`src/dcd_pkg.sv`:
```
// Constants for the two-channel DMA register block: register indices, fields, reset values.
// Assumes an APB master with 32-bit data; each 8-bit register sits in the low byte of a word.
package dcd_pkg;
  // Register indices; byte address is four times the index
  localparam logic [5:0] IDX_SRC_LOW = 6'h20;
  localparam logic [5:0] IDX_SRC_HIGH = 6'h21;
  localparam logic [5:0] IDX_SRC_BANK = 6'h22;
  localparam logic [5:0] IDX_DST_LOW = 6'h23;
  localparam logic [5:0] IDX_DST_HIGH = 6'h24;
  localparam logic [5:0] IDX_DST_BANK = 6'h25;
  localparam logic [5:0] IDX_CNT0_LOW = 6'h26;
  localparam logic [5:0] IDX_CNT0_HIGH = 6'h27;
  localparam logic [5:0] IDX_MEM1_LOW = 6'h28;
  localparam logic [5:0] IDX_MEM1_HIGH = 6'h29;
  localparam logic [5:0] IDX_MEM1_BANK = 6'h2a;
  localparam logic [5:0] IDX_IO1_LOW = 6'h2b;
  localparam logic [5:0] IDX_IO1_HIGH = 6'h2c;
  localparam logic [5:0] IDX_CNT1_LOW = 6'h2e;
  localparam logic [5:0] IDX_CNT1_HIGH = 6'h2f;
  localparam logic [5:0] IDX_ENABLE = 6'h30;
  localparam logic [5:0] IDX_MODE = 6'h31;
  localparam logic [5:0] IDX_WAIT_CTRL = 6'h32;

  // Reset values
  localparam logic [7:0] WAIT_CTRL_RST = 8'hf0;
  localparam logic [7:0] MODE_RST = 8'h00;
  localparam logic [1:0] ENABLE_RST = 2'h0;

  // Wait control fields
  localparam int MEM_WAIT_LSB = 6;
  localparam int IO_WAIT_LSB = 4;
  localparam int SENSE_CH1_BIT = 3;
  localparam int SENSE_CH0_BIT = 2;
  localparam int DIR1_LSB = 0;

  // Mode register fields
  localparam int DST_MODE_LSB = 4;
  localparam int SRC_MODE_LSB = 2;
  localparam int BURST_BIT = 1;

  // Address step modes
  localparam logic [1:0] STEP_INC = 2'h0;
  localparam logic [1:0] STEP_DEC = 2'h1;
  localparam logic [1:0] STEP_IO = 2'h3;

  // Request source codes on address bits 17:16
  localparam logic [1:0] SEL_EXT = 2'h0;
  localparam logic [1:0] SEL_SER0 = 2'h1;
  localparam logic [1:0] SEL_SER1 = 2'h2;

  // Strobe cycles: memory 1 + waits, I/O 1 + (1 + code) waits
  localparam logic [2:0] MEM_BASE_CYCLES = 3'h1;
  localparam logic [2:0] IO_BASE_CYCLES = 3'h2;

  localparam int FIFO_DEPTH = 8;
  localparam int FIFO_WIDTH = 8;

  typedef enum logic [2:0] {
    DCD_IDLE = 3'b001,
    DCD_READ = 3'b010,
    DCD_WRITE = 3'b100
  } dcd_state_t;
endpackage : dcd_pkg

```
`src/dcd_dma_regs.sv`:
```
// Two-channel DMA engine with its register file, an APB slave and a byte FIFO in the data path.
// Assumes a byte-wide system bus that completes each strobe in the programmed wait cycles.
`timescale 1ns/1ps
`default_nettype none

////////////////////////////////////////////////////////////////////////////////
module dcd_fifo #(
  parameter int WIDTH = 8,
  parameter int DEPTH = 8
) (
  // Clock and reset
  input wire logic pclk,
  input wire logic presetn,
  // Fill side
  input wire logic in_valid,
  output logic in_ready,
  input wire logic [WIDTH-1:0] in_data,
  // Drain side
  output logic out_valid,
  input wire logic out_ready,
  output logic [WIDTH-1:0] out_data
);
  localparam int AW = (DEPTH > 1) ? $clog2(DEPTH) : 1;
  logic [WIDTH-1:0] mem_q [DEPTH];
  logic [AW-1:0] wp_q;
  logic [AW-1:0] rp_q;
  logic [AW:0] cnt_q;
  logic push;
  logic pop;

  assign in_ready = (cnt_q != (AW+1)'(DEPTH));
  assign out_valid = (cnt_q != '0);
  assign out_data = mem_q[rp_q];
  assign push = in_valid && in_ready;
  assign pop = out_valid && out_ready;

  always_ff @(posedge pclk) begin
    if (push) begin
      mem_q[wp_q] <= in_data;
    end
  end

  always_ff @(posedge pclk or negedge presetn) begin
    if (!presetn) begin
      wp_q <= '0;
      rp_q <= '0;
      cnt_q <= '0;
    end else begin
      if (push) begin
        wp_q <= (wp_q == AW'(DEPTH-1)) ? '0 : wp_q + 1'b1;
      end
      if (pop) begin
        rp_q <= (rp_q == AW'(DEPTH-1)) ? '0 : rp_q + 1'b1;
      end
      if (push && !pop) begin
        cnt_q <= cnt_q + 1'b1;
      end else if (pop && !push) begin
        cnt_q <= cnt_q - 1'b1;
      end
    end
  end
endmodule : dcd_fifo

////////////////////////////////////////////////////////////////////////////////
module dcd_dma_regs
  import dcd_pkg::*;
(
  // Clock and reset
  input wire logic pclk,
  input wire logic presetn,
  // APB slave
  input wire logic psel,
  input wire logic penable,
  input wire logic pwrite,
  input wire logic [7:0] paddr,
  input wire logic [31:0] pwdata,
  input wire logic [3:0] pstrb,
  output logic [31:0] prdata_q,
  output logic pready_q,
  output logic pslverr_q,
  // Requests
  input wire logic ext_request_ch0_n,
  input wire logic ext_request_ch1_n,
  input wire logic serial0_rx_full,
  input wire logic serial1_rx_full,
  input wire logic serial0_tx_empty,
  input wire logic serial1_tx_empty,
  // System bus master
  output logic bus_own_q,
  output logic bus_strobe_q,
  output logic bus_write_q,
  output logic bus_io_q,
  output logic [19:0] bus_addr_q,
  output logic [7:0] bus_wdata_q,
  input wire logic [7:0] bus_rdata
);
  // Registers
  logic [18:0] src0_q;
  logic [18:0] dst0_q;
  logic [15:0] cnt0_q;
  logic [19:0] mem1_q;
  logic [15:0] io1_q;
  logic [15:0] cnt1_q;
  logic [1:0] enable_q;
  logic [7:0] mode_q;
  logic [7:0] wait_q;
  // Engine
  dcd_state_t state_q;
  logic ch_q;
  logic [15:0] rd_left_q;
  logic [2:0] acc_cnt_q;
  logic [2:0] pin0_sync_q;
  logic [2:0] pin1_sync_q;
  logic pend0_q;
  logic pend1_q;

  function automatic logic [19:0] step_addr(input logic [19:0] a, input logic [1:0] m);
    case (m)
      STEP_INC: step_addr = a + 20'h00001;
      STEP_DEC: step_addr = a - 20'h00001;
      default: step_addr = a;
    endcase
  endfunction : step_addr

  function automatic logic [2:0] acc_load(input logic io, input logic [7:0] w);
    // Strobe length minus one
    acc_load = io ? (IO_BASE_CYCLES + {1'b0, w[IO_WAIT_LSB+:2]} - 3'h1)
                  : (MEM_BASE_CYCLES + {1'b0, w[MEM_WAIT_LSB+:2]} - 3'h1);
  endfunction : acc_load

  function automatic logic pick_req(input logic [1:0] sel, input logic ext, input logic s0,
                                    input logic s1);
    case (sel)
      SEL_EXT: pick_req = ext;
      SEL_SER0: pick_req = s0;
      SEL_SER1: pick_req = s1;
      default: pick_req = 1'b0;
    endcase
  endfunction : pick_req

  //////////////////////////////////////////////////////////////////////////////
  // APB decode: one wait state so read data comes from a flop
  logic [5:0] idx;
  logic acc_phase;
  logic wr_en;
  logic hit;
  logic [7:0] rd_byte;

  assign idx = paddr[7:2];
  assign acc_phase = psel && penable;
  assign wr_en = acc_phase && pready_q && pwrite && pstrb[0] && hit;

  always_comb begin
    hit = 1'b1;
    rd_byte = 8'h00;
    case (idx)
      IDX_SRC_LOW: rd_byte = src0_q[7:0];
      IDX_SRC_HIGH: rd_byte = src0_q[15:8];
      IDX_SRC_BANK: rd_byte = {5'h00, src0_q[18:16]};
      IDX_DST_LOW: rd_byte = dst0_q[7:0];
      IDX_DST_HIGH: rd_byte = dst0_q[15:8];
      IDX_DST_BANK: rd_byte = {5'h00, dst0_q[18:16]};
      IDX_CNT0_LOW: rd_byte = cnt0_q[7:0];
      IDX_CNT0_HIGH: rd_byte = cnt0_q[15:8];
      IDX_MEM1_LOW: rd_byte = mem1_q[7:0];
      IDX_MEM1_HIGH: rd_byte = mem1_q[15:8];
      IDX_MEM1_BANK: rd_byte = {4'h0, mem1_q[19:16]};
      IDX_IO1_LOW: rd_byte = io1_q[7:0];
      IDX_IO1_HIGH: rd_byte = io1_q[15:8];
      IDX_CNT1_LOW: rd_byte = cnt1_q[7:0];
      IDX_CNT1_HIGH: rd_byte = cnt1_q[15:8];
      IDX_ENABLE: rd_byte = {5'h00, bus_own_q, enable_q};
      IDX_MODE: rd_byte = mode_q;
      IDX_WAIT_CTRL: rd_byte = wait_q;
      default: hit = 1'b0;
    endcase
  end

  always_ff @(posedge pclk or negedge presetn) begin
    if (!presetn) begin
      pready_q <= 1'b0;
      pslverr_q <= 1'b0;
      prdata_q <= 32'h00000000;
    end else begin
      pready_q <= acc_phase && !pready_q;
      pslverr_q <= acc_phase && !pready_q && !hit;
      prdata_q <= (acc_phase && !pready_q && !pwrite) ? {24'h000000, rd_byte} : 32'h00000000;
    end
  end

  //////////////////////////////////////////////////////////////////////////////
  // Request inputs
  logic pin0_fall;
  logic pin1_fall;
  logic req0;
  logic req1;
  logic ext0;
  logic ext1;
  logic src_io;
  logic dst_io;
  logic start0;
  logic start1;

  always_ff @(posedge pclk or negedge presetn) begin
    if (!presetn) begin
      pin0_sync_q <= 3'h7;
      pin1_sync_q <= 3'h7;
    end else begin
      pin0_sync_q <= {pin0_sync_q[1:0], ext_request_ch0_n};
      pin1_sync_q <= {pin1_sync_q[1:0], ext_request_ch1_n};
    end
  end

  assign pin0_fall = pin0_sync_q[2] && !pin0_sync_q[1];
  assign pin1_fall = pin1_sync_q[2] && !pin1_sync_q[1];

  // edge latch, set wins over clear
  always_ff @(posedge pclk or negedge presetn) begin
    if (!presetn) begin
      pend0_q <= 1'b0;
      pend1_q <= 1'b0;
    end else begin
      pend0_q <= pin0_fall || (pend0_q && !start0);
      pend1_q <= pin1_fall || (pend1_q && !start1);
    end
  end

  // edge or level per sense bit
  assign ext0 = wait_q[SENSE_CH0_BIT] ? pend0_q : !pin0_sync_q[1];
  assign ext1 = wait_q[SENSE_CH1_BIT] ? pend1_q : !pin1_sync_q[1];
  assign src_io = (mode_q[SRC_MODE_LSB+:2] == STEP_IO);
  assign dst_io = (mode_q[DST_MODE_LSB+:2] == STEP_IO);

  always_comb begin
    if (src_io) begin
      req0 = pick_req(src0_q[17:16], ext0, serial0_rx_full, serial1_rx_full);
    end else if (dst_io) begin
      req0 = pick_req(dst0_q[17:16], ext0, serial0_tx_empty, serial1_tx_empty);
    end else begin
      req0 = 1'b1;
    end
  end
  assign req1 = ext1;
  assign start0 = (state_q == DCD_IDLE) && enable_q[0] && req0;
  assign start1 = (state_q == DCD_IDLE) && !start0 && enable_q[1] && req1;

  //////////////////////////////////////////////////////////////////////////////
  // Engine: reads fill the FIFO, writes drain it
  logic fifo_in_ready;
  logic fifo_out_valid;
  logic [7:0] fifo_out_data;
  logic launch_rd;
  logic launch_wr;
  logic acc_done;
  logic rd_done;
  logic wr_done;
  logic burst;
  logic cur_rd_io;
  logic cur_wr_io;
  logic [19:0] cur_rd_addr;
  logic [19:0] cur_wr_addr;
  logic [1:0] cur_rd_step;
  logic [1:0] cur_wr_step;

  assign burst = mode_q[BURST_BIT];
  assign acc_done = bus_strobe_q && (acc_cnt_q == 3'h0);
  assign rd_done = acc_done && !bus_write_q;
  assign wr_done = acc_done && bus_write_q;
  assign launch_rd = (state_q == DCD_READ) && !bus_strobe_q && (rd_left_q != 16'h0000)
                     && fifo_in_ready;
  assign launch_wr = (state_q == DCD_WRITE) && !bus_strobe_q && fifo_out_valid;

  // channel 1 direction and memory step
  always_comb begin
    if (!ch_q) begin
      cur_rd_io = src_io;
      cur_wr_io = dst_io;
      cur_rd_addr = {1'b0, src0_q};
      cur_wr_addr = {1'b0, dst0_q};
      cur_rd_step = mode_q[SRC_MODE_LSB+:2];
      cur_wr_step = mode_q[DST_MODE_LSB+:2];
    end else if (!wait_q[DIR1_LSB+1]) begin
      cur_rd_io = 1'b0;
      cur_wr_io = 1'b1;
      cur_rd_addr = mem1_q;
      cur_wr_addr = {4'h0, io1_q};
      cur_rd_step = {1'b0, wait_q[DIR1_LSB]};
      cur_wr_step = STEP_IO;
    end else begin
      cur_rd_io = 1'b1;
      cur_wr_io = 1'b0;
      cur_rd_addr = {4'h0, io1_q};
      cur_wr_addr = mem1_q;
      cur_rd_step = STEP_IO;
      cur_wr_step = {1'b0, wait_q[DIR1_LSB]};
    end
  end

  // burst holds the bus, cycle steal moves one byte
  always_ff @(posedge pclk or negedge presetn) begin
    if (!presetn) begin
      state_q <= DCD_IDLE;
      ch_q <= 1'b0;
      rd_left_q <= 16'h0000;
      bus_own_q <= 1'b0;
    end else begin
      case (state_q)
        DCD_IDLE: begin
          if (start0 && cnt0_q != 16'h0000) begin
            state_q <= DCD_READ;
            ch_q <= 1'b0;
            rd_left_q <= burst ? cnt0_q : 16'h0001;
            bus_own_q <= 1'b1;
          end else if (start1 && cnt1_q != 16'h0000) begin
            state_q <= DCD_READ;
            ch_q <= 1'b1;
            rd_left_q <= 16'h0001;
            bus_own_q <= 1'b1;
          end
        end
        DCD_READ: begin
          if (rd_done) begin
            rd_left_q <= rd_left_q - 16'h0001;
          end else if (!bus_strobe_q && !launch_rd) begin
            state_q <= DCD_WRITE;
          end
        end
        DCD_WRITE: begin
          if (!bus_strobe_q && !fifo_out_valid) begin
            if (rd_left_q != 16'h0000) begin
              state_q <= DCD_READ;
            end else begin
              state_q <= DCD_IDLE;
              bus_own_q <= 1'b0;
            end
          end
        end
        default: begin
          state_q <= DCD_IDLE;
          bus_own_q <= 1'b0;
        end
      endcase
    end
  end

  always_ff @(posedge pclk or negedge presetn) begin
    if (!presetn) begin
      bus_strobe_q <= 1'b0;
      bus_write_q <= 1'b0;
      bus_io_q <= 1'b0;
      bus_addr_q <= 20'h00000;
      bus_wdata_q <= 8'h00;
      acc_cnt_q <= 3'h0;
    end else if (launch_rd || launch_wr) begin
      bus_strobe_q <= 1'b1;
      bus_write_q <= launch_wr;
      bus_io_q <= launch_wr ? cur_wr_io : cur_rd_io;
      bus_addr_q <= launch_wr ? cur_wr_addr : cur_rd_addr;
      bus_wdata_q <= launch_wr ? fifo_out_data : 8'h00;
      acc_cnt_q <= acc_load(launch_wr ? cur_wr_io : cur_rd_io, wait_q);
    end else if (acc_done) begin
      bus_strobe_q <= 1'b0;
    end else if (bus_strobe_q) begin
      acc_cnt_q <= acc_cnt_q - 3'h1;
    end
  end

  dcd_fifo #(
    .WIDTH(FIFO_WIDTH),
    .DEPTH(FIFO_DEPTH)
  ) u_fifo (
    .pclk(pclk),
    .presetn(presetn),
    .in_valid(rd_done),
    .in_ready(fifo_in_ready),
    .in_data(bus_rdata),
    .out_valid(fifo_out_valid),
    .out_ready(wr_done),
    .out_data(fifo_out_data)
  );

  //////////////////////////////////////////////////////////////////////////////
  // Register file; engine updates win over software writes
  always_ff @(posedge pclk or negedge presetn) begin
    if (!presetn) begin
      src0_q <= 19'h00000;
      dst0_q <= 19'h00000;
      cnt0_q <= 16'h0000;
    end else begin
      if (rd_done && !ch_q) begin
        src0_q <= 19'(step_addr({1'b0, src0_q}, cur_rd_step));
      end else if (wr_en && idx == IDX_SRC_LOW) begin
        src0_q[7:0] <= pwdata[7:0];
      end else if (wr_en && idx == IDX_SRC_HIGH) begin
        src0_q[15:8] <= pwdata[7:0];
      end else if (wr_en && idx == IDX_SRC_BANK) begin
        src0_q[18:16] <= pwdata[2:0];
      end
      if (wr_done && !ch_q) begin
        dst0_q <= 19'(step_addr({1'b0, dst0_q}, cur_wr_step));
        cnt0_q <= cnt0_q - 16'h0001;
      end else begin
        if (wr_en && idx == IDX_DST_LOW) begin
          dst0_q[7:0] <= pwdata[7:0];
        end else if (wr_en && idx == IDX_DST_HIGH) begin
          dst0_q[15:8] <= pwdata[7:0];
        end else if (wr_en && idx == IDX_DST_BANK) begin
          dst0_q[18:16] <= pwdata[2:0];
        end
        if (wr_en && idx == IDX_CNT0_LOW) begin
          cnt0_q[7:0] <= pwdata[7:0];
        end else if (wr_en && idx == IDX_CNT0_HIGH) begin
          cnt0_q[15:8] <= pwdata[7:0];
        end
      end
    end
  end

  always_ff @(posedge pclk or negedge presetn) begin
    if (!presetn) begin
      mem1_q <= 20'h00000;
      io1_q <= 16'h0000;
      cnt1_q <= 16'h0000;
    end else begin
      // channel 1 memory step and count; I/O pointer fixed
      if (ch_q && ((rd_done && !cur_rd_io) || (wr_done && !cur_wr_io))) begin
        mem1_q <= step_addr(mem1_q, cur_rd_io ? cur_wr_step : cur_rd_step);
      end else if (wr_en && idx == IDX_MEM1_LOW) begin
        mem1_q[7:0] <= pwdata[7:0];
      end else if (wr_en && idx == IDX_MEM1_HIGH) begin
        mem1_q[15:8] <= pwdata[7:0];
      end else if (wr_en && idx == IDX_MEM1_BANK) begin
        mem1_q[19:16] <= pwdata[3:0];
      end
      if (wr_en && idx == IDX_IO1_LOW) begin
        io1_q[7:0] <= pwdata[7:0];
      end else if (wr_en && idx == IDX_IO1_HIGH) begin
        io1_q[15:8] <= pwdata[7:0];
      end
      if (wr_done && ch_q) begin
        cnt1_q <= cnt1_q - 16'h0001;
      end else if (wr_en && idx == IDX_CNT1_LOW) begin
        cnt1_q[7:0] <= pwdata[7:0];
      end else if (wr_en && idx == IDX_CNT1_HIGH) begin
        cnt1_q[15:8] <= pwdata[7:0];
      end
    end
  end

  // Enable bits drop when the count runs out; the hardware clear wins
  always_ff @(posedge pclk or negedge presetn) begin
    if (!presetn) begin
      enable_q <= ENABLE_RST;
      mode_q <= MODE_RST;
      wait_q <= WAIT_CTRL_RST;
    end else begin
      if (wr_en && idx == IDX_ENABLE) begin
        enable_q <= pwdata[1:0];
      end
      if (wr_done && !ch_q && cnt0_q == 16'h0001) begin
        enable_q[0] <= 1'b0;
      end
      if (wr_done && ch_q && cnt1_q == 16'h0001) begin
        enable_q[1] <= 1'b0;
      end
      if (wr_en && idx == IDX_MODE) begin
        mode_q <= {2'h0, pwdata[5:1], 1'b0};
      end
      // software chooses zero memory waits when external generators run
      if (wr_en && idx == IDX_WAIT_CTRL) begin
        wait_q <= pwdata[7:0];
      end
    end
  end

  //////////////////////////////////////////////////////////////////////////////
  // Checks
  logic [2:0] stb_len_q;
  logic [2:0] stb_exp_q;
  always_ff @(posedge pclk or negedge presetn) begin
    if (!presetn) begin
      stb_len_q <= 3'h0;
      stb_exp_q <= 3'h0;
    end else if (launch_rd || launch_wr) begin
      stb_len_q <= 3'h0;
      stb_exp_q <= (launch_wr ? cur_wr_io : cur_rd_io)
                   ? (IO_BASE_CYCLES + {1'b0, wait_q[IO_WAIT_LSB+:2]})
                   : (MEM_BASE_CYCLES + {1'b0, wait_q[MEM_WAIT_LSB+:2]});
    end else if (bus_strobe_q) begin
      stb_len_q <= stb_len_q + 3'h1;
    end
  end
endmodule : dcd_dma_regs

`default_nettype wire

```
`config.mk`:
```
export PLATFORM = sky130hd
export DESIGN_NAME = dcd_dma_regs
export DESIGN_NICKNAME = d
export VERILOG_FILES = /design/src/dcd_pkg.sv /design/src/dcd_dma_regs.sv
export SDC_FILE = /design/constraint.sdc
export NUM_CORES = 1
export LEC_CHECK = 0
export BUFFER_PORTS_ARGS = -buffer_cell sky130_fd_sc_hd__clkbuf_2
export CORE_ASPECT_RATIO = 1.2
export CORE_MARGIN = 3
export CORE_UTILIZATION = 57
export CTS_BUF_LIST = sky130_fd_sc_hd__clkbuf_4
export CTS_CLUSTER_DIAMETER = 120
export CTS_CLUSTER_SIZE = 10
export DETAILED_ROUTE_END_ITERATION = 8
export PLACE_DENSITY_LB_ADDON = 0.1
export REMOVE_ABC_BUFFERS = 1
export SYNTH_ARGS = -nofsm -noshare
export SYNTH_HDL_FRONTEND = slang
export SYNTH_SLANG_ARGS = --single-unit
```
`constraint.sdc`:
```
create_clock -name pclk -period 3.2 [get_ports pclk]
set_clock_uncertainty 0.15 [all_clocks]
set_input_delay 0.16 -clock pclk [delete_from_list [all_inputs] [get_ports pclk]]
set_output_delay 0.16 -clock pclk [all_outputs]
set_load 0.05 [all_outputs]
```
Yosys cells after proc, flatten, opt, wreduce, memory -nomap -nowiden
Memory sizes are Yosys's and may differ from the RTL's.
Cells that the tools add are included.

operators by class
  mux-type cells = 87
  reduce and logical (&&, ||, !) cells = 127
  equal/unequal tests = 53
  $add $sub $neg = 18
  bitwise gates (word level) = 2

operators by type and width
  kind                                                                  count
  8-bit case mux with 18 select lines                                   1
  20-bit two-way mux                                                    6
  8-bit two-way mux                                                     14
  6-bit == test, second input constant                                  18
  16-bit two-way mux                                                    6
  19-bit case mux with 2 select lines                                   2
  1-bit logical AND                                                     59
  16-bit nonzero test                                                   3
  16-bit by 1-bit subtractor with 16-bit output, second input constant  3
  3-bit two-way mux                                                     15
  20-bit case mux with 2 select lines                                   1
  2-bit nonzero test                                                    20
  19-bit by 1-bit adder with 19-bit output, second input constant       2
  19-bit two-way mux                                                    2
  19-bit by 1-bit subtractor with 19-bit output, second input constant  2
  16-bit by 1-bit == test with 1-bit output, second input constant      2
  16-bit case mux with 2 select lines                                   1
  11-bit two-way mux                                                    2
  2-bit inequality test, second input constant                          11
  1-bit two-way mux                                                     21
  20-bit by 1-bit adder with 20-bit output, second input constant       1
  4-bit AND reduction                                                   5
  20-bit by 1-bit subtractor with 20-bit output, second input constant  1
  18-bit OR reduction                                                   1
  other kinds (27)                                                      88

storage, ports and cells
  memory bits (writable) = 64
  memories = 1
  flip-flop bits (word level) = 204
  input bits = 63
  output and inout bits = 66
  logic and storage cells = 327

memory list
  name          depth  width  rd ports  clocked after memory_dff  write ports  RTL line            source
  u_fifo.mem_q  8      8      1         0                         1            dcd_dma_regs.sv:24  logic [WIDTH-1:0] mem_q [DEPTH];

Depth between registers and ports, before layout
Gate-level depths: netlist of run 1.

  word-level depth = 14
  gate-level depth with buffers = 14
  mapped depth without buffers = 14

By module
A second synthesis of run 1 with hierarchy kept.

unflattened totals
  cells, all modules = 1735
  area total of the unflattened synthesis = 16528.4 um^2

modules (own cells, without submodules)
  module        sequential area each (um^2)  area an instance (um^2)  times used  cells an instance
  dcd_dma_regs  4868.4                       13376.6                  1           1578
  dcd_fifo      2172.1                       3151.8                   1           157

Worst setup path after synthesis of run 1
Ideal clock, no wire load.

  path type = register -> register
  start point = reg ch_q
  end point = reg mem1_q[16]
  setup time = 119 ps
  arrival = 2955 ps
  slack = -24 ps
  data required time = 2931 ps
  path buffers = 1
  clock period less this slack = 3224 ps
  stages on the path, launching flop included = 13
  cells stage by stage = dfrtp_1 > clkbuf_1 > mux2_2 > o21ai_1 > xnor2_1 > ha_1 > nor4_1 > nand4_1 > a21o_1 > nor4b_1 > a41oi_1 > o22a_1 > o21a_1

between the ends
  longest elaborated chain between the ends = 7
  elaborated cells between the ends (all ways) = 20
  those cells by class = eq/ne (4); mux (7); reduce/logical (9)

ends and longest elaborated chain
  element                                                                             RTL line             source
  start: declaration                                                                  dcd_dma_regs.sv:109  logic ch_q;
  start signal: assignment                                                            dcd_dma_regs.sv:303  ch_q <= 1'b0;
  start signal: assignment                                                            dcd_dma_regs.sv:311  ch_q <= 1'b0;
  start signal: assignment                                                            dcd_dma_regs.sv:316  ch_q <= 1'b1;
  1-bit two-way mux                                                                   dcd_dma_regs.sv:275  if (!ch_q) begin
  1-bit zero test                                                                     dcd_dma_regs.sv:426  if (ch_q && ((rd_done && !cur_rd_io) || (wr_done && !cur_wr_io))) begin
  1-bit logical AND                                                                   dcd_dma_regs.sv:426
  1-bit logical OR                                                                    dcd_dma_regs.sv:426
  1-bit logical AND                                                                   dcd_dma_regs.sv:426
  3-bit by 1-bit inequality test with 1-bit output (no line) (tied with other cells)  n/a
  4-bit AND reduction (no line)                                                       n/a
  end signal: assignment                                                              dcd_dma_regs.sv:427  mem1_q <= step_addr(mem1_q, cur_rd_io ? cur_wr_step : cur_rd_step);
  end signal: assignment                                                              dcd_dma_regs.sv:433  mem1_q[19:16] <= pwdata[3:0];
  end: declaration                                                                    dcd_dma_regs.sv:101  logic [19:0] mem1_q;

Several ways; a longest one is shown, not always the timed one.
A chain may end at the register's enable or synchronous reset.

Worst setup path after layout of run 1
  start point = reg ch_q
  end point = reg src0_q[14]

between the ends
  longest elaborated chain between the ends = 4
  elaborated cells between the ends (all ways) = 11
  those cells by class = eq/ne (3); mux (3); reduce/logical (5)

ends and longest elaborated chain
  element                                                                             RTL line                                  source
  2-bit two-way mux / 1-bit zero test (equally long branches)                         dcd_dma_regs.sv:275, dcd_dma_regs.sv:390
  2-bit by 1-bit == test with 1-bit output (tied with other cells)                    dcd_dma_regs.sv:118                       case (m)
  3-bit by 1-bit inequality test with 1-bit output (no line) (tied with other cells)  n/a
  3-bit AND reduction (no line) / 19-bit two-way mux (equally long branches)          n/a
  end signal: assignment                                                              dcd_dma_regs.sv:391                       src0_q <= 19'(step_addr({1'b0, src0_q}, cur_rd_step));
  end signal: assignment                                                              dcd_dma_regs.sv:395                       src0_q[15:8] <= pwdata[7:0];
  end: declaration                                                                    dcd_dma_regs.sv:98                        logic [18:0] src0_q;

Several ways; a longest one is shown, not always the timed one.

==> results of run 1 <==
==> stage by stage <==
step	utilization (%)	cell area, µm²
6_report	64.4	18000
5_1_grt	64.4	18000
4_1_cts	64.3	18000
3_5_place_dp	61.6	17200
3_3_place_gp	61.6	17200
2_1_floorplan	-	15600
==> power groups by stage <==
stage	clock, W	combinational (W)	sequential [W]
floorplan	0	0.00279	0.00583
finish	0.00195	0.00492	0.00567
global route	0.00212	0.00542	0.00576
detailed placement	0	0.00485	0.00567
global placement	0	0.00475	0.00565
CTS	0.00200	0.00490	0.00560
==> repair_timing <==
| item | in CTS | in global routing |
|---|---|---|
| buffers inserted | 0 | 2 |
| hold buffers | 36 | 0 |
| setup endpoints to repair | 0 | 5 |
| hold endpoints to repair | 347 | 0 |
| gates resized for setup | 0 | 3 |
==> logic make-up after synthesis <==
| kind of cell | synth area share, % |
|---|---|
| AO/OA/AOI/OAI | 21.9 |
| other | 0.0231 |
| multiplexers | 8.24 |
| adder cells (fa/ha/maj) | 1.51 |
| AND/OR/NAND/NOR | 19.2 |
| XOR/XNOR | 0.700 |
| flip-flops | 43.3 |
| buffers and inverters | 5.15 |
==> cell type report <==
class                      instances  area [µm²]  area share (%)
multi-input combinational       1340        8510            47.2
inverter                          33         124           0.687
antenna                            1        2.50          0.0139
timing repair buffer             202        1470            8.13
clock inverter                     2        12.5          0.0694
clock buffer                      54         405            2.25
tap                              379         474            2.63
sequential                       268        7040            39.0
==> final timing paths <==
check | start | to | slack (ns) | depth (start not counted)
max in group asynchronous | presetn | wait_q[6] | 1.57 | 4
min in group asynchronous | presetn | io1_q[9] | 0.42 | 3
max reg2reg | ch_q | src0_q[14] | 0.19 | 11
min | psel | pready_q | 0.06 | 4
max | ch_q | src0_q[14] | 0.19 | 11
min reg2reg | pin1_sync_q[1] | pin1_sync_q[2] | 0.23 | 0
==> worst max-delay path, stage by stage, from the launching register on <==
cell	delay [ns]
dfrtp_2	0.53
or3b_1	0.43
and2_1	0.20
xnor2_1	0.13
ha_1	0.27
nor2_1	0.15
buf_4	0.15
nand4_1	0.19
nor3b_1	0.27
a21o_1	0.12
a31oi_1	0.08
o22a_1	0.21
==> synth_stat cells, types with 26 or more instances <==
| master | count | area, µm² |
|---|---|---|
| mux2_2 | 39 | 439 |
| nor4_1 | 27 | 169 |
| nand2_1 | 159 | 597 |
| o21ai_0 | 117 | 586 |
| dfrtp_1 | 193 | 4830 |
| nor2_1 | 184 | 691 |
| nand4_1 | 26 | 163 |
| a22oi_1 | 37 | 278 |
| mux2i_1 | 54 | 541 |
| inv_1 | 33 | 124 |
| a211oi_1 | 35 | 263 |
| nand3_1 | 71 | 355 |
| o22a_1 | 27 | 236 |
| a21oi_1 | 100 | 500 |
| a31oi_1 | 42 | 263 |
| edfxtp_1 | 64 | 1920 |
| clkbuf_1 | 119 | 447 |
| nor3_1 | 69 | 345 |
==> state kept, by name, summed over array words and instances (netlist names), 4 cells and up <==
name,count
u_fifo.cnt_q,4
bus_wdata_q,8
cnt0_q,16
mem1_q,20
wait_q,8
bus_addr_q,20
rd_left_q,16
mode_q,5
cnt1_q,16
src0_q,19
io1_q,16
u_fifo.mem_q,64
dst0_q,19
prdata_q,8
==> layer usage <==
| metal | global-route usage [%] | routed length [µm] |
|---|---|---|
| met3 | 5.81 | 4800 |
| met5 | 0 | 12 |
| met1 | 45.9 | 21300 |
| met2 | 53.3 | 23600 |
| met4 | 17.5 | 3100 |
==> impl_metrics.csv, run 1 <==
group,metric,value,unit
run_status,status,"finished, final reports clean",
setup_path,critPathArrivalTime,3.49,ns
logic_synthesis,synth_ff_type,"dfrtp_1",
clock_network,clkSinkCount,268,
run,drv_cap,0,
timing,fin_crit_sh,94.2,%
floorplan,io_pins,129,
timing,finalMaxSlewViolations,0,
clock_network,cts_buffers,30,
global_routing,grt-ovfl-total,0,
clock_network,clk_pin_slew,0.13,ns
final_layout,layout_commonest_cell,"dfrtp_1",
timing,relSlewSlack,29.8,%
logic_synthesis,synth-async-reset-ratio,76.1,%
logic_synthesis,synth_edf_count,64,
floorplan,start_util,58.1,%
power_and_ir_drop,p_leak,7.18,nW
drt,postRouteAntennaNets,0,
timing,max_freq,332,MHz
power_and_ir_drop,total_power,0.0125,W
drt,drtIter0Drc,1613,
clock_network,cts_tree,"done",
worst_hold_path,min_path_type,"primary input to flip-flop",
setup_path,required,3.68,ns
final_layout,final_cell_mix,"dfrtp_1, nor2_1, nand2_1, o21ai_0, a21oi_1",
drt,drc,0,
timing,setup_violations,0,
power_and_ir_drop,p_int,0.00687,W
floorplan,core_area,0.0280,mm²
setup_path,start_kind,"flip-flop",
logic_synthesis,ys_seq_area_share,43.3,%
logic_synthesis,ys_warn_count,0,
clock_network,clockBufferDepth,3,
drt,viasPerCell,6.64,
power_and_ir_drop,switching_power,0.00567,W
final_layout,nNetsFinal,1957,
power_and_ir_drop,swShare,45.2,%
global_routing,grt_max_degree,103,
floorplan,die_x,160,µm
timing,worst_pin_slew,1.05,ns
floorplan,num_rows,67,
power_and_ir_drop,power_density,695,mW/mm²
logic_synthesis,syn_area,0.0163,mm²
floorplan,dieArea,0.0306,mm²
timing,fin_ws,0.186,ns
final_layout,fill_cells,2362,
power_and_ir_drop,clkPwrFrac,15.5,%
timing,rsz0062_at_grt,"false",
placement,dp_hpwl,36900,µm
clock_network,root_buffer,"clkbuf_4",
floorplan,fp.dieH,191,µm
final_layout,final_cells,2279,
drt,vias,15100,
setup_path,cp-end-kind,"flip-flop",
placement,dp_cells,2184,
timing,period_needed,3.01,ns
logic_synthesis,synth_seq_cells,268,
drt,wl_per_cell,23.2,µm
placement,gp_congestion,0.980,
logic_synthesis,syn_avg_cell_area,9.14,µm²
global_routing,antenna_found_initial,4,
clock_network,clkLatencyLatePin,0.77,ns
global_routing,grt_pass1_wl,82200,µm
timing,holdWs,0.0588,ns
final_layout,final_layout_size_suffix_gt1_share,17.7,%
drt,routed_wl,52800,µm
global_routing,grt_pass1_vias,14500,
power_and_ir_drop,seq_power_share,45.2,%
placement,port_buffers,75,
final_layout,syn_to_final_growth,10.9,%
power_and_ir_drop,vdd_drop_max,553,µV
clock_network,htree_levels,1,
setup_path,critPathMaxFanout,13,
drt,dr.pass1.iters,5,
global_routing,grt_usage,34.0,%
placement,place_ws,0.169,ns
power_and_ir_drop,pwr-share-comb,39.2,%
logic_synthesis,synth.distinct_cells,81,
timing,final.setup.tns,0,ns
timing,finalHoldViolations,0,
logic_synthesis,postSynthCellCount,1780,
setup_path,worstSetupPathType,"flip-flop to flip-flop",
(Power assumes the default switching activity.)
==> inputs of run 2 (changes only) <==
Settings changed: MAX_ROUTING_LAYER set to met4, RECOVER_POWER set to 50.
==> impl_metrics.csv, run 2 (same netlist as run 1, synthesis figures left out) <==
group,metric,value,unit
final_layout,final_cell_mix,"dfrtp_1, nor2_1, nand2_1, o21ai_0, a21oi_1",
final_layout,final_cells,2294,
drt,dr.pass1.iters,6,
drt,vias,15300,
timing,fin_crit_sh,97.1,%
clock_network,cts_buffers,30,
clock_network,cts_tree,"done",
clock_network,htree_levels,1,
floorplan,core_area,0.0280,mm²
floorplan,num_rows,67,
clock_network,root_buffer,"clkbuf_4",
global_routing,grt_max_degree,80,
global_routing,antenna_found_initial,2,
setup_path,worstSetupPathType,"flip-flop to flip-flop",
setup_path,reg2reg_depth,12,
final_layout,regMostFlops,"u_fifo.mem_q",
placement,dp_cells,2193,
floorplan,dieArea,0.0306,mm²
global_routing,grt-ovfl-total,0,
floorplan,io_pins,129,
drt,top_layer_used,"met4",
global_routing,grt_pass1_wl,85000,µm
worst_hold_path,min_to,"cnt0_q[0]",
timing,relSlewSlack,1.84,%
floorplan,fp.dieH,191,µm
power_and_ir_drop,swShare,45.7,%
final_layout,final_layout_size_suffix_gt1_share,16.8,%
global_routing,grt_usage,36.7,%
clock_network,clkSinkCount,268,
power_and_ir_drop,switching_power,0.00577,W
timing,finalMaxSlewViolations,0,
timing,period_needed,3.11,ns
floorplan,die_x,160,µm
placement,dp_hpwl,38100,µm
drt,wl_met3,4950,µm
drt,routed_wl,55400,µm
power_and_ir_drop,p_int,0.00684,W
final_layout,top_regs,"u_fifo.mem_q x64, bus_addr_q x20, mem1_q x20",
worst_hold_path,min_path_type,"primary input to flip-flop",
setup_path,required,3.71,ns
final_layout,nNetsFinal,1975,
setup_path,regToRegSetupSlack,0.09,ns
timing,finalHoldViolations,0,
timing,rsz0062_at_grt,"true",
final_layout,syn_to_final_growth,11.5,%
floorplan,start_util,58.1,%
setup_path,cp-end-kind,"flip-flop",
drt,postRouteAntennaNets,0,
final_layout,post-route-util,64.8,%
clock_network,clk_pin_slew,0.15,ns
global_routing,grt_pass1_vias,14600,
setup_path,critPathArrivalTime,3.62,ns
run,drv_cap,0,
drt,met1Wirelength,22000,µm
power_and_ir_drop,vdd_drop_max,658,µV
drt,drc,0,
placement,gp_congestion,1.01,
setup_path,reg2reg_to,"src0_q[14]",
drt,met2WireLength,25400,µm
drt,wl_per_cell,24.1,µm
timing,worst_pin_slew,1.47,ns
power_and_ir_drop,clkPwrFrac,15.1,%
setup_path,r2r-start,"ch_q",
clock_network,clockBufferDepth,3,
setup_path,critPathMaxFanout,13,
placement,port_buffers,75,
final_layout,largest_reg_flops,64,
drt,viasPerCell,6.66,
run_status,status,"finished, final reports clean",
worst_hold_path,hold_path_depth,7,
drt,drtIter0Drc,1890,
timing,setup_violations,0,
clock_network,clkLatencyLatePin,0.81,ns
power_and_ir_drop,p_leak,7.15,nW
final_layout,layout_commonest_cell,"dfrtp_1",
power_and_ir_drop,pwr-share-comb,40.6,%
timing,max_freq,322,MHz
setup_path,start_kind,"flip-flop",
worst_hold_path,min_from,"pstrb[0]",
power_and_ir_drop,power_density,696,mW/mm²
power_and_ir_drop,seq_power_share,44.3,%
==> run 2: power by group through the flow <==
stage | Combinational, W | Sequential [W] | Clock (W)
CTS | 0.00510 | 0.00552 | 0.00193
global placement | 0.00493 | 0.00557 | 0
detailed placement | 0.00504 | 0.00559 | 0
finish | 0.00512 | 0.00559 | 0.00190
global route | 0.00561 | 0.00566 | 0.00207
floorplan | 0.00279 | 0.00583 | 0
==> run 2: worst max path at each step <==
stage / startpoint / to / slack, ns
2_1_floorplan: ch_q / dst0_q[2] / -1.35
3_3_place_gp: ch_q / mem1_q[16] / 0.17
3_5_place_dp: ch_q / mem1_q[16] / 0.13
4_1_cts: ch_q / mem1_q[16] / 0.11
5_1_grt: ch_q / src0_q[14] / -0.02
6_report: ch_q / src0_q[14] / 0.09
==> run 2: timing repair <==
action	in CTS	in global routing
setup endpoints to repair	0	8
setup buffers	0	1
hold buffers	46	0
gates resized for setup	0	8
hold endpoints to repair	360	0
==> run 2: metal layers <==
layer / vias to the layer above / track usage, %
li1: 6882 / -
met1: 7431 / 47.4
met2: 770 / 57.7
met3: 193 / 5.40
met4: 0 / 16.8
met5: - / -
==> run 2: final cells by class <==
cell class	count	area (µm²)
fill	2440	9870
multi-input combinational	1340	8530
sequential	268	7040
timing repair buffer	220	1570
tap	379	474
clock buffer	49	368
inverter	33	124
clock inverter	2	12.5
antenna	3	7.51
==> run 2: metrics by stage <==
step	area [µm²]	power [W]	hold WS (ns)	TNS, ns	setup slack, ns
4_1_cts	18200	0.0126	0.0125	0	0.108
2_1_floorplan	15600	0.00861	-0.286	-74.18	-1.35
3_5_place_dp	17300	0.0106	0.0660	0	0.131
6_report	18100	0.0126	0.121	0	0.0918
3_3_place_gp	17300	0.0105	0.0588	0	0.173
5_1_grt	18100	0.0133	0.0840	-0.0163	-0.0163
==> run 2: worst max-delay path, stage by stage, from the launching register on <==
cell	delay [ns]
dfrtp_2	0.48
buf_12	0.16
or3b_1	0.39
and2_1	0.21
xnor2_1	0.14
ha_1	0.27
nor2_1	0.16
buf_4	0.15
nand4_1	0.19
nor3b_2	0.24
a21o_1	0.12
a31oi_1	0.09
o22a_1	0.21
